`src/rtl/pfs_pkg.sv`:
```
// Purpose: Shared constants for the program flow sequencer pair.
// Assumes: One system clock, synchronous active-high reset.
// Notes:   Opcode codes are arbitrary apart from the two no-op patterns.
package pfs_pkg;
   localparam int          PC_WIDTH      = 12;
   localparam int          STACK_DEPTH   = 16;
   localparam int          OP_WIDTH      = 4;
   localparam int          IO_WIDTH      = 8;
   localparam logic [3:0]  OP_NOP0       = 4'h0;
   localparam logic [3:0]  OP_LOAD       = 4'h1;
   localparam logic [3:0]  OP_SKIP_ZERO  = 4'hE;
   localparam logic [3:0]  OP_JUMP       = 4'hC;
   localparam logic [3:0]  OP_RETURN     = 4'hD;
   localparam logic [3:0]  OP_STORE      = 4'h8;
   localparam logic [3:0]  OP_NOPF       = 4'hF;
   localparam logic [11:0] PC_RESET      = 12'h000;
   localparam logic [11:0] FEATURE_BASE  = 12'h800;
   localparam logic [11:0] FEATURE_LIMIT = 12'h8FF;
endpackage

```
`src/rtl/pfs_link_if.sv`:
```
`timescale 1ns/1ps
// Purpose: Link between control processor and program flow sequencer.
// Assumes: Single clock; all signals synchronous.
// Notes:   No tristate wires; pulses last one clock cycle per executed word.
interface pfs_link_if;
   import pfs_pkg::*;
   logic                jump_pulse;
   logic                return_pulse;
   logic                nop0_pulse;
   logic                nopf_pulse;
   logic                write_strobe;
   logic [OP_WIDTH-1:0] opcode;
   logic [IO_WIDTH-1:0] operand;
   logic                phase;
   modport proc (
      output jump_pulse, return_pulse, nop0_pulse, nopf_pulse,
      output write_strobe, phase,
      input  opcode, operand
   );
   modport seq (
      input  jump_pulse, return_pulse, nop0_pulse, nopf_pulse,
      input  write_strobe, phase,
      output opcode, operand
   );
endinterface

```
`src/rtl/pfs_sequencer.sv`:
```
`timescale 1ns/1ps
// Purpose: Program counter, return stack, ROM fetch and I/O decode.
// Assumes: Processor pulses last one cycle per word; ROM read is combinational.
// Notes:   Call strobe is the all-ones no-op pulse; the all-zero one
//          is left free. Jump target is the operand of that word.
module pfs_sequencer
   import pfs_pkg::*;
#(
   parameter int DEPTH       = STACK_DEPTH,
   parameter int AW          = PC_WIDTH,
   parameter bit INTERLEAVED = 1'b0
)(
   input  wire logic                       i_clk,
   input  wire logic                       i_sys_rst,
   pfs_link_if.seq                         link,
   input  wire logic                       i_feature_present,
   input  wire logic [OP_WIDTH+IO_WIDTH-1:0] i_main_rom_data,
   input  wire logic [OP_WIDTH+IO_WIDTH-1:0] i_feat_rom_data,
   output logic [AW:0]                     o_rom_addr,
   output logic                            o_main_rom_en,
   output logic                            o_feat_rom_en,
   output logic [15:0]                     o_in_select,
   output logic [15:0]                     o_out_select,
   output logic [AW-1:0]                   o_pc
);
   logic [AW-1:0] pc_reg;
   logic [AW-1:0] pc_next;
   logic [AW-1:0] stack_mem [DEPTH-1];
   logic [OP_WIDTH+IO_WIDTH-1:0] word;
   logic [AW-1:0] target;
   logic feat_win;

   // ==========================================================
   // ROM enables and fetch
   // feature window decode
   assign feat_win      = pc_reg >= FEATURE_BASE[AW-1:0] &&
                          pc_reg <= FEATURE_LIMIT[AW-1:0];
   assign o_feat_rom_en = feat_win;
   assign o_main_rom_en = !feat_win;
   assign o_rom_addr    = INTERLEAVED ? {pc_reg, link.phase}
                                      : {1'b0, pc_reg};
   // absent card reads all zeros; all ones
   // would raise the call strobe and throw the counter off
   always_comb begin
      if (!feat_win) begin
         word = i_main_rom_data;
      end else if (i_feature_present) begin
         word = i_feat_rom_data;
      end else begin
         word = '0;
      end
   end
   assign link.opcode  = word[OP_WIDTH+IO_WIDTH-1:IO_WIDTH];
   assign link.operand = word[IO_WIDTH-1:0];
   assign target       = AW'(word[IO_WIDTH-1:0]);

   // ==========================================================
   // Counter next value
   always_comb begin
      pc_next = pc_reg + 1'b1;
      if (link.jump_pulse || link.nopf_pulse) begin
         pc_next = target;
      end else if (link.return_pulse) begin
         pc_next = stack_mem[0];
      end
   end

   // top entry is the address counter
   always_ff @(posedge i_clk) begin
      if (i_sys_rst) begin
         pc_reg <= PC_RESET[AW-1:0];
      end else begin
         pc_reg <= pc_next;
      end
   end

   // ==========================================================
   // saved entries below the top
   // Top entry is pc_reg, so DEPTH-1 words sit below it
   genvar g;
   generate
      for (g = 0; g < DEPTH-1; g++) begin : g_stack
         always_ff @(posedge i_clk) begin
            if (i_sys_rst) begin
               stack_mem[g] <= '0;
            end else if (link.nopf_pulse) begin
               stack_mem[g] <= (g == 0) ? pc_reg
                                        : stack_mem[(g == 0) ? 0 : g-1];
            end else if (link.return_pulse) begin
               stack_mem[g] <= (g == DEPTH-2) ? '0
                               : stack_mem[(g == DEPTH-2) ? g : g+1];
            end
         end
      end
   endgenerate

   // ==========================================================
   // I/O decode
   // write strobe splits in/out
   always_comb begin
      o_in_select  = '0;
      o_out_select = '0;
      if (link.write_strobe) begin
         o_out_select[link.operand[3:0]] = 1'b1;
      end else begin
         o_in_select[link.operand[3:0]] = 1'b1;
      end
   end

   assign o_pc = pc_reg;
endmodule

```
`src/flat_wrapper.sv`:
```
// flat-port wrapper written by rule: the top's interface ports become plain ports
module pfs_sequencer_flat import pfs_pkg::*;
#(
   parameter int DEPTH       = STACK_DEPTH,
   parameter int AW          = PC_WIDTH,
   parameter bit INTERLEAVED = 1'b0
)
  (i_clk, i_sys_rst, i_feature_present, i_main_rom_data, i_feat_rom_data, o_rom_addr, o_main_rom_en, o_feat_rom_en, o_in_select, o_out_select, o_pc, link_jump_pulse, link_return_pulse, link_nop0_pulse, link_nopf_pulse, link_write_strobe, link_phase, link_opcode, link_operand);
  pfs_link_if link_i ();
  input  wire logic i_clk;
  input  wire logic i_sys_rst;
  input  wire logic i_feature_present;
  input  wire logic [OP_WIDTH+IO_WIDTH-1:0] i_main_rom_data;
  input  wire logic [OP_WIDTH+IO_WIDTH-1:0] i_feat_rom_data;
  output logic [AW:0] o_rom_addr;
  output logic o_main_rom_en;
  output logic o_feat_rom_en;
  output logic [15:0] o_in_select;
  output logic [15:0] o_out_select;
  output logic [AW-1:0] o_pc;
  input wire logic [$bits(link_i.jump_pulse)-1:0] link_jump_pulse;
  input wire logic [$bits(link_i.return_pulse)-1:0] link_return_pulse;
  input wire logic [$bits(link_i.nop0_pulse)-1:0] link_nop0_pulse;
  input wire logic [$bits(link_i.nopf_pulse)-1:0] link_nopf_pulse;
  input wire logic [$bits(link_i.write_strobe)-1:0] link_write_strobe;
  input wire logic [$bits(link_i.phase)-1:0] link_phase;
  output wire logic [$bits(link_i.opcode)-1:0] link_opcode;
  output wire logic [$bits(link_i.operand)-1:0] link_operand;
  assign link_i.jump_pulse = link_jump_pulse;
  assign link_i.return_pulse = link_return_pulse;
  assign link_i.nop0_pulse = link_nop0_pulse;
  assign link_i.nopf_pulse = link_nopf_pulse;
  assign link_i.write_strobe = link_write_strobe;
  assign link_i.phase = link_phase;
  assign link_opcode = link_i.opcode;
  assign link_operand = link_i.operand;
  pfs_sequencer #(.DEPTH(DEPTH), .AW(AW), .INTERLEAVED(INTERLEAVED)) u_core (.i_clk(i_clk), .i_sys_rst(i_sys_rst), .link(link_i), .i_feature_present(i_feature_present), .i_main_rom_data(i_main_rom_data), .i_feat_rom_data(i_feat_rom_data), .o_rom_addr(o_rom_addr), .o_main_rom_en(o_main_rom_en), .o_feat_rom_en(o_feat_rom_en), .o_in_select(o_in_select), .o_out_select(o_out_select), .o_pc(o_pc));
endmodule
```
`config.mk`:
```
export PLATFORM = sky130hd
export DESIGN_NAME = pfs_sequencer_flat
export DESIGN_NICKNAME = d
export VERILOG_FILES = /design/src/rtl/pfs_pkg.sv /design/src/rtl/pfs_link_if.sv /design/src/rtl/pfs_sequencer.sv /design/src/flat_wrapper.sv
export SDC_FILE = /design/constraint.sdc
export NUM_CORES = 1
export LEC_CHECK = 0
export ABC_AREA = 1
export BUFFER_PORTS_ARGS = -buffer_cell sky130_fd_sc_hd__buf_2
export CORE_MARGIN = 1.5
export CORE_UTILIZATION = 50
export DETAILED_ROUTE_END_ITERATION = 8
export PLACE_DENSITY = 0.7
export REMOVE_ABC_BUFFERS = 1
export SYNTH_ARGS = -nofsm -noshare
export SYNTH_HDL_FRONTEND = slang
export SYNTH_SLANG_ARGS = --single-unit
```
`constraint.sdc`:
```
create_clock -name i_clk -period 7.57 [get_ports i_clk]
set_clock_uncertainty 0.1 [all_clocks]
set_input_delay 2.271 -clock i_clk [delete_from_list [all_inputs] [get_ports i_clk]]
set_output_delay 2.271 -clock i_clk [all_outputs]
set_load 0.02 [all_outputs]
```
==> flow_metrics.py, run 1 <==
metrics = {
    "status": {
        "status": "finished clean",
    },
    "final_layout": {
        "nets": 958,
        "diodes": 0,
        "multi_input_comb_area_mm2": 0.00222,
        "synthToLayoutAreaGrowth_pct": 11.4,
        "utilization": 0.573,
        "stdcell_count": 1160,
        "area.sequential_mm2": 0.00565,
        "drive_gt1_frac": 0.173,
        "fill_cells": 1474,
    },
    "route": {
        "via_count": 6153,
        "first_iter_violations": 576,
        "routed_wl_mm": 17.0,
        "ant_nets": 0,
        "routed_via_density": 5.30,
        "drt_drc_violations_left": 0,
        "dr.pass1.iters": 5,
        "wl_per_cell_um": 14.6,
    },
    "pwr": {
        "ir_drop_mv": 0.171,
        "clockPowerShare": 0.363,
        "switchingPower_w": 0.000549,
        "switching_share": 0.239,
        "p_int_w": 0.00174,
        "combPwrFrac": 0.089,
        "total_power_w": 0.00229,
        "power_leakage_nw": 4.04,
        "seqPwrFrac": 0.548,
        "power_density_mw_per_mm2": 230,
    },
    "clocking": {
        "postCtsSetupBuffers": 0,
        "clockRootBuffer": "clkbuf_16",
        "clk_pin_slew_ps": 70,
        "cts_hold_buf": 0,
        "tritoncts": "built",
        "cts-buffers-inserted": 17,
        "worst_skew_pair.late_latency_ps": 430,
        "cts.sinks": 192,
        "post_cts_resized": 0,
        "clockBufferDepth": 2,
        "htree_levels": 4,
    },
    "timing": {
        "fin_crit_sh": 0.764,
        "min_period_ps": 5780,
        "slew_headroom": 0.306,
        "hold_violations": 0,
        "slew_violations": 0,
        "tightest_slew_ps": 1040,
        "rsz0062_at_grt": "no",
        "finalSetupViolations": 0,
        "holdWs_ps": 433,
        "fmax_ghz": 0.173,
        "finalSetupTns_ps": 0,
    },
    "worst_setup_path": {
        "critical_path_class": "in2out",
        "end_kind": "output pin",
        "worstPathMaxFanout": 12,
        "ff2ff_setup_slack_ps": 5660,
        "critPathLaunchType": "input pin",
        "rr_worst_depth": 6,
        "slowest_stage": "nor2_2",
        "crit_arrival_ps": 3410,
        "r2r_end": "u_core.o_pc[3]",
        "crit_family": "simple AND/OR/NAND/NOR gates",
        "timing.rr.start": "u_core.o_pc[9]",
        "crit_path_frequent_cell": "nand2_1",
        "cpPeakStageDelay_ps": 220,
        "path_cells": "buf_2, nand2_1, nand3b_1, nand2_1, nor2_2, nand2_1, nor2_1, buf_2",
        "crit_buf_inv": 2,
        "critPathRequiredTime_ps": 5200,
    },
    "global_route": {
        "overflow": 0,
        "grtUsageTotal": 0.185,
        "antenna_found_initial": 0,
        "grt_pass1_wl_mm": 26.8,
        "grt_max_degree": 169,
        "first_global_vias": 5416,
    },
    "hold_path": {
        "worstHoldEndpoint": "u_core.o_pc[10]",
        "min-delay-path-class": "reg2reg",
        "hold_path.startpoint": "u_core.stack_mem[0][10]",
        "min_path_cells": 2,
    },
    "synthesis": {
        "synth_area_leader_cell": "edfxtp_1",
        "synth_cells": 863,
        "synth_area_leaders": "edfxtp_1, o22ai_1, inv_1",
        "yosysSeqAreaShare": 0.632,
        "synth_area_mm2": 0.00893,
        "synth_area_per_cell_um2": 10.4,
        "ys_warn_count": 0,
        "netlist.area_leader.share": 0.605,
        "ys_ff_latch": 192,
        "synth.distinct_cells": 25,
    },
    "floorplan": {
        "die_width_um": 137,
        "initial_core_util": 0.515,
        "dieHeight_um": 137,
        "fp-row-count": 48,
        "core_mm2": 0.0174,
        "boundaryPins": 104,
        "die_area_mm2": 0.0187,
    },
    "placed_design": {
        "dp_hpwl_mm": 10.5,
        "dp.cells": 1129,
        "portBuffers": 100,
        "gp_congestion": 0.806,
    },
    "job": {
        "maxCapViolations": 0,
    },
}
## cell families after synthesis
family          Yosys count  synth area share
flops                   192             0.632
other cells               1          0.000420
simple gates            219             0.112
compound gates          195             0.131
buf+inv                 254             0.122
fa+ha+maj                 2           0.00280
## how the worst max path moves through the flow
stage,from,to,cells past startpoint
floorplan,link_nopf_pulse,u_core.stack_mem[0][0],2
global placement,i_feature_present,o_out_select[3],8
detailed placement,i_feature_present,o_out_select[3],8
CTS,i_feature_present,o_out_select[3],8
global route,i_feature_present,o_out_select[3],8
finish,i_feature_present,o_out_select[3],8
## power by group through the flow
stage               registers (W)  clock network, W  logic, W
floorplan                 0.00129                 0  0.000130
global placement          0.00127                 0  0.000202
detailed placement        0.00128                 0  0.000204
CTS                       0.00126          0.000849  0.000205
global route              0.00126          0.000884  0.000229
finish                    0.00126          0.000831  0.000204
## layer usage
| metal | vias up | GRT usage | wire length [µm] |
|---|---|---|---|
| met2 | 207 | 0.294 | 7880 |
| met4 | 0 | 0.0709 | 296 |
| met1 | 2853 | 0.252 | 7770 |
| met5 | - | 0 | 0 |
| met3 | 19 | 0.0367 | 1020 |
| li1 | 3074 | - | - |
## cell usage in the layout, fill, tap and decap left out, types with 4 or more instances in the layout
master	n
nand3_1	40
nand2_2	11
nor2_1	62
clkbuf_16	17
o21ai_0	36
nand3b_1	7
nor2_2	4
clkinv_2	5
edfxtp_1	180
nor2_4	8
o22ai_1	148
a21oi_1	7
nand2_1	82
dfxtp_1	12
inv_1	189
buf_2	100
## cell usage after synthesis (all sizes together)
master and n:
conb 1, edfxtp 180, o21ai 36, o22ai 148
nand3b 7, nand4 2, o211ai 2, clkbuf 15
a21oi 7, ha 2, nor2 74, nand3 40
nand2 96, dfxtp 12, buf 48, o21bai 1
a31oi 1, inv 191
## layout make-up
type / instances / area share
Clock buffer: 18 / 0.0431
Clock inverter: 13 / 0.0114
Inverter: 191 / 0.0720
Multi-Input combinational cell: 417 / 0.223
Sequential cell: 192 / 0.567
Tap cell: 225 / 0.0283
Timing Repair Buffer: 104 / 0.0546
## worst register-to-register path, cell delays in order (launching register included)
cell and delay (ps):
dfxtp_1 360, nor2_2 420, nand2_2 370, nand2_1 140, nand2_1 160, o21ai_0 200
nor2_1 50
## through the flow
step | instance area [µm²] | worst slack [ps]
3_3_place_gp | 9410 | 1790
4_1_cts | 9950 | 1790
2_1_floorplan | 8560 | 675
5_1_grt | 9950 | 1660
3_5_place_dp | 9410 | 1790
6_report | 9950 | 1790
## registers in the layout (all words and copies together) (netlist names)
register          cells
u_core.o_pc          12
u_core.stack_mem    180
Power figures use the tool's default switching activity.
==> inputs of run 2 (changes only) <==
--- a/config.mk
+++ b/config.mk
@@ -10,7 +10,7 @@
 export CORE_MARGIN = 1.5
 export CORE_UTILIZATION = 50
 export DETAILED_ROUTE_END_ITERATION = 8
-export PLACE_DENSITY = 0.7
+export PLACE_DENSITY = 0.73
 export REMOVE_ABC_BUFFERS = 1
 export SYNTH_ARGS = -nofsm -noshare
 export SYNTH_HDL_FRONTEND = slang
==> constraint.sdc (replaced) <==
create_clock -name i_clk -period 5.1 [get_ports i_clk]
set_clock_uncertainty 0.1 [all_clocks]
set_input_delay 1.53 -clock i_clk [delete_from_list [all_inputs] [get_ports i_clk]]
set_output_delay 1.53 -clock i_clk [all_outputs]
set_load 0.02 [all_outputs]
==> flow_metrics.py, run 2 (synthesis results as in run 1) <==
metrics = {
    "clocking": {
        "cts-buffers-inserted": 17,
        "htree_levels": 4,
        "postCtsSetupBuffers": 0,
        "clockBufferDepth": 2,
        "clk_pin_slew_ps": 70,
        "cts.sinks": 192,
        "cts_hold_buf": 0,
        "clockRootBuffer": "clkbuf_16",
        "worst_skew_pair.late_latency_ps": 430,
        "post_cts_resized": 0,
        "tritoncts": "built",
    },
    "floorplan": {
        "core_mm2": 0.0174,
        "boundaryPins": 104,
        "initial_core_util": 0.515,
        "dieHeight_um": 137,
        "die_area_mm2": 0.0187,
        "fp-row-count": 48,
        "die_width_um": 137,
    },
    "timing": {
        "slew_headroom": 0.400,
        "min_period_ps": 4330,
        "fin_crit_sh": 0.849,
        "rsz0062_at_grt": "no",
        "tightest_slew_ps": 900,
        "finalSetupTns_ps": 0,
        "fmax_ghz": 0.231,
        "slew_violations": 0,
        "finalWorstSetupSlack_ps": 772,
        "finalSetupViolations": 0,
        "hold_violations": 0,
    },
    "hold_path": {
        "min-delay-path-class": "reg2reg",
        "min_path_cells": 2,
        "hold_path.startpoint": "u_core.stack_mem[0][8]",
        "worstHoldEndpoint": "u_core.o_pc[8]",
    },
    "worst_setup_path": {
        "r2r_end": "u_core.o_pc[4]",
        "crit_family": "simple AND/OR/NAND/NOR gates",
        "critPathRequiredTime_ps": 3470,
        "slowest_stage": "nor2_2",
        "critPathLaunchType": "input pin",
        "critical_path_class": "in2out",
        "path_cells": "buf_2, nand2_1, nand3b_1, nand2_1, nor2_2, nand2_1, nor2_1, buf_2",
        "crit_buf_inv": 2,
        "ff2ff_setup_slack_ps": 3100,
        "crit_arrival_ps": 2700,
        "timing.rr.start": "u_core.o_pc[9]",
        "worstPathMaxFanout": 12,
        "cpPeakStageDelay_ps": 220,
        "crit_cells": 8,
        "end_kind": "output pin",
        "crit_path_frequent_cell": "nand2_1",
        "rr_worst_depth": 5,
    },
    "final_layout": {
        "max_flop_register": "u_core.stack_mem",
        "largest_reg_flops": 180,
        "diodes": 0,
        "drive_gt1_frac": 0.175,
        "nets": 961,
        "utilization": 0.576,
        "final_common_cell": "inv_1",
        "synthToLayoutAreaGrowth_pct": 12.0,
        "mostFrequentLayoutCells": "inv_1, edfxtp_1, o22ai_1, buf_2, nand2_1",
    },
    "placed_design": {
        "pre_cts_slack_ps": 774,
        "portBuffers": 100,
        "dp_hpwl_mm": 10.9,
        "gp_congestion": 0.839,
    },
    "global_route": {
        "grt_pass1_wl_mm": 26.9,
        "first_global_vias": 5400,
        "overflow": 0,
        "antenna_found_initial": 0,
        "grt_max_degree": 92,
        "grtUsageTotal": 0.186,
    },
    "route": {
        "first_iter_violations": 597,
        "wl_per_cell_um": 15.0,
        "drt_drc_violations_left": 0,
        "routed_via_density": 5.30,
        "routed_wl_mm": 17.4,
        "dr.pass1.iters": 5,
        "ant_nets": 0,
        "via_count": 6171,
    },
    "job": {
        "maxCapViolations": 0,
    },
    "pwr": {
        "power_density_mw_per_mm2": 341,
        "total_power_w": 0.00341,
        "ir_drop_mv": 0.261,
        "power_leakage_nw": 4.06,
    },
    "status": {
        "status": "finished clean",
    },
}
[run 2: cell count changes in the layout (fill, tap and decap cells not counted), moves of 2 or more]
cell	previous run	this run
clkinv_2	5	3
clkinv_1	0	3
inv_6	2	0
buf_12	1	3
clkinv_4	3	5
[run 2: per-stage QoR]
stage,hold slack (ps),cell area (µm²),instances
6_report,432,10000,1164
5_1_grt,491,10000,1164
4_1_cts,442,10000,1164
3_5_place_dp,422,9460,1132
3_3_place_gp,410,9460,1132
2_1_floorplan,398,8560,800
[run 2: layout make-up]
| cell class | count | area [µm²] |
|---|---|---|
| Multi-Input combinational cell | 417 | 2220 |
| Inverter | 191 | 717 |
| Clock buffer | 17 | 425 |
| Sequential cell | 192 | 5650 |
| Timing Repair Buffer | 107 | 591 |
| Clock inverter | 15 | 123 |
| Fill cell | 1411 | 7350 |
| Tap cell | 225 | 282 |
[run 2: worst max path at each step]
stage / end / startpoint / slack (ps)
global route: o_out_select[1] / u_core.o_pc[9] / 630
floorplan: u_core.stack_mem[0][0] / link_nopf_pulse / -1050
CTS: o_out_select[1] / i_feature_present / 770
detailed placement: o_out_select[1] / i_feature_present / 770
global placement: o_out_select[1] / i_feature_present / 780
finish: o_out_select[1] / i_feature_present / 770
[run 2: worst min-delay path, delay by kind of cell (launching register included)]
family	cells	cell delay, ps
AO/OA/AOI/OAI	1	70
flip-flops	1	340
AND/OR/NAND/NOR	1	90
[run 2: per-layer routing]
layer / vias to the layer above / routed length, µm / share of wire / track usage
met3: 17 / 951 / 0.055 / 0.0411
met5: - / 0 / 0 / 0
met1: 2875 / 8050 / 0.46 / 0.255
met4: 0 / 218 / 0.013 / 0.0615
met2: 196 / 8200 / 0.47 / 0.296
li1: 3083 / - / - / -
[run 2: where the power goes]
part | leakage, nW | internal [W] | switching [W]
sequential | 2.19 | 0.00183 | 0.0000367
combinational | 1.61 | 0.0000918 | 0.000218
clock | 0.261 | 0.000668 | 0.000567
total | 4.06 | 0.00259 | 0.000821
==> inputs of run 3 (changes only) <==
--- a/config.mk
+++ b/config.mk
@@ -5,7 +5,7 @@
 export SDC_FILE = /design/constraint.sdc
 export NUM_CORES = 1
 export LEC_CHECK = 0
-export ABC_AREA = 1
+export ABC_AREA = 0
 export BUFFER_PORTS_ARGS = -buffer_cell sky130_fd_sc_hd__buf_2
 export CORE_MARGIN = 1.5
 export CORE_UTILIZATION = 50
==> constraint.sdc (replaced) <==
create_clock -name i_clk -period 3.8 [get_ports i_clk]
set_clock_uncertainty 0.1 [all_clocks]
set_input_delay 1.14 -clock i_clk [delete_from_list [all_inputs] [get_ports i_clk]]
set_output_delay 1.14 -clock i_clk [all_outputs]
set_load 0.02 [all_outputs]
==> flow_metrics.py, run 3 <==
metrics = {
    "global_route": {
        "overflow": 0,
        "antenna_found_initial": 0,
        "grt_max_degree": 155,
        "first_global_vias": 4954,
        "grtUsageTotal": 0.189,
        "grt_pass1_wl_mm": 26.6,
    },
    "floorplan": {
        "boundaryPins": 104,
        "die_width_um": 134,
        "die_area_mm2": 0.0179,
        "dieHeight_um": 134,
        "initial_core_util": 0.513,
        "fp-row-count": 47,
        "core_mm2": 0.0166,
    },
    "synthesis": {
        "synth_common_cells": "edfxtp_1, a22o_1, nor2_1",
        "netlist.area_leader.share": 0.633,
        "ys_warn_count": 0,
        "synth_area_per_cell_um2": 14.0,
        "synth-main-ff-cell": "edfxtp_1",
        "synth_most_common_cell": "edfxtp_1",
        "synth_area_mm2": 0.00854,
        "synth.distinct_cells": 45,
        "yosysSeqAreaShare": 0.661,
        "ys_ff_latch": 192,
        "synth_area_leader_cell": "edfxtp_1",
        "synth_edf_count": 180,
        "synthArstFlopShare": 0,
        "synth_area_leaders": "edfxtp_1, a22o_1, dfxtp_1",
        "synth_cells": 610,
    },
    "timing": {
        "rsz0062_at_grt": "no",
        "fin_crit_sh": 0.950,
        "holdWs_ps": 418,
        "slew_headroom": 0.432,
        "min_period_ps": 3610,
        "tightest_slew_ps": 852,
        "slew_violations": 0,
        "fmax_ghz": 0.277,
        "hold_violations": 0,
        "finalSetupViolations": 0,
    },
    "final_layout": {
        "fin_area_mm2": 0.00976,
        "final_common_cell": "edfxtp_1",
        "max_flop_register": "u_core.stack_mem",
        "nets": 712,
        "drive_gt1_frac": 0.225,
        "fill_cells": 1260,
        "synthToLayoutAreaGrowth_pct": 14.3,
        "diodes": 0,
        "mostFrequentLayoutCells": "edfxtp_1, a22o_1, buf_2, nor2_1, nand2_1",
        "largest_reg_flops": 180,
        "multi_input_comb_area_mm2": 0.00254,
        "area.sequential_mm2": 0.00565,
    },
    "clocking": {
        "postCtsSetupBuffers": 0,
        "tritoncts": "built",
        "worst_skew_pair.late_latency_ps": 430,
        "clockRootBuffer": "clkbuf_16",
        "cts-buffers-inserted": 17,
        "cts.sinks": 192,
        "cts_hold_buf": 0,
        "clockBufferDepth": 2,
        "htree_levels": 4,
        "post_cts_resized": 0,
        "clk_pin_slew_ps": 70,
    },
    "worst_setup_path": {
        "crit_path_frequent_cell": "buf_2",
        "critical_path_class": "in2out",
        "worstPathMaxFanout": 18,
        "crit_family": "buffers and inverters",
        "rr_worst_depth": 5,
        "path_cells": "buf_2, o21ai_0, mux2_2, nand2_1, nor2_1, buf_2",
        "critPathLaunchType": "input pin",
        "slowest_stage": "mux2_2",
        "endpoint": "o_out_select[12]",
        "cpPeakStageDelay_ps": 300,
        "r2r_end": "u_core.o_pc[4]",
        "ff2ff_setup_slack_ps": 1930,
        "critPathRequiredTime_ps": 2560,
        "crit_start": "i_feature_present",
        "crit_cells": 6,
        "timing.rr.start": "u_core.o_pc[10]",
        "crit_arrival_ps": 2370,
        "end_kind": "output pin",
        "crit_buf_inv": 2,
    },
    "pwr": {
        "ir_drop_mv": 0.307,
        "clockPowerShare": 0.395,
        "power_leakage_nw": 4.01,
        "p_int_w": 0.00363,
        "switchingPower_w": 0.00112,
        "power_density_mw_per_mm2": 487,
        "combPwrFrac": 0.069,
        "seqPwrFrac": 0.536,
        "switching_share": 0.235,
    },
    "route": {
        "wl_per_cell_um": 18.2,
        "via_count": 5453,
        "drt_drc_violations_left": 0,
        "first_iter_violations": 531,
        "routed_wl_mm": 16.6,
        "routed_via_density": 5.99,
        "ant_nets": 0,
        "dr.pass1.iters": 5,
    },
    "hold_path": {
        "min_path_cells": 2,
        "min-delay-path-class": "reg2reg",
    },
    "placed_design": {
        "dp_hpwl_mm": 10.2,
        "portBuffers": 100,
        "placed_cell_area_mm2": 0.00914,
        "gp_congestion": 0.888,
    },
    "status": {
        "status": "finished clean",
    },
    "job": {
        "maxCapViolations": 0,
    },
}
==> run 3: cell count changes in the layout (fill, tap and decap cells not counted), sizes merged, moves of 6 or more <==
| cell | previous run | this run |
|---|---|---|
| inv | 191 | 19 |
| a22o | 0 | 168 |
| o22ai | 148 | 0 |
| nand2 | 96 | 34 |
| nor2 | 74 | 41 |
| nand3 | 40 | 12 |
| o21ai | 36 | 11 |
| and2 | 0 | 12 |
| clkinv | 11 | 2 |
| mux2i | 0 | 8 |
| nand2b | 0 | 7 |
| nor3 | 0 | 7 |
| xnor2 | 0 | 6 |
==> run 3: layout make-up <==
type	count	area share
timing repair buffer	109	0.0646
sequential	192	0.579
tap	220	0.0282
inverter	11	0.00423
clock inverter	15	0.0200
clock buffer	17	0.0436
multi-input combinational	346	0.261
==> run 3: power by group through the flow <==
stage | logic [W] | clock network, W | registers [W]
after CTS | 0.000327 | 0.00190 | 0.00254
final | 0.000326 | 0.00188 | 0.00255
after global placement | 0.000311 | 0 | 0.00258
after global routing | 0.000353 | 0.00197 | 0.00256
after floorplan | 0.000202 | 0 | 0.00258
after detailed placement | 0.000324 | 0 | 0.00259
==> run 3: kinds of logic after synthesis <==
family | count (synthesis) | share of synthesized area
AO/OA/AOI/OAI | 201 | 0.203
flip-flops | 192 | 0.661
AND/OR/NAND/NOR | 125 | 0.0707
buffers and inverters | 72 | 0.0425
multiplexers | 9 | 0.0107
XOR/XNOR | 8 | 0.00821
adder cells (fa/ha/maj) | 2 | 0.00293
other | 1 | 0.000439
==> run 3: metal layers <==
metal  global-route usage  part of all wire  vias to the layer above
met5                    0                 0                        -
met4               0.0622             0.010                        0
met3               0.0422             0.050                       13
met2                0.303              0.48                      199
met1                0.259              0.46                     2710
li1                     -                 -                     2531
==> run 3: stage by stage <==
| stage | cells | setup TNS [ps] | worst slack (ps) | power (W) | util |
|---|---|---|---|---|---|
| floorplan | 549 | -1462800 | -6840 | 0.00278 | - |
| global placement | 878 | 0 | 320 | 0.00289 | 0.549 |
| detailed placement | 878 | 0 | 228 | 0.00291 | 0.549 |
| CTS | 910 | 0 | 217 | 0.00477 | 0.586 |
| global route | 910 | 0 | 143 | 0.00489 | 0.586 |
| finish | 910 | 0 | 190 | 0.00475 | 0.586 |
==> run 3: how the worst min path moves through the flow <==
stage / startpoint / endpoint / slack, ps
detailed placement: u_core.stack_mem[0][7] / u_core.o_pc[7] / 400
finish: u_core.stack_mem[0][7] / u_core.o_pc[7] / 420
CTS: u_core.stack_mem[0][7] / u_core.o_pc[7] / 420
global placement: u_core.stack_mem[0][7] / u_core.o_pc[7] / 390
floorplan: u_core.stack_mem[0][7] / u_core.o_pc[7] / 350
global route: u_core.stack_mem[0][7] / u_core.o_pc[7] / 450
==> run 3: tightest hold or removal path: cells and delay by family (launching register included) <==
kind | cells | cell delay, ps
AO/OA/AOI/OAI | 1 | 60
AND/OR/NAND/NOR | 1 | 60
flip-flops | 1 | 370
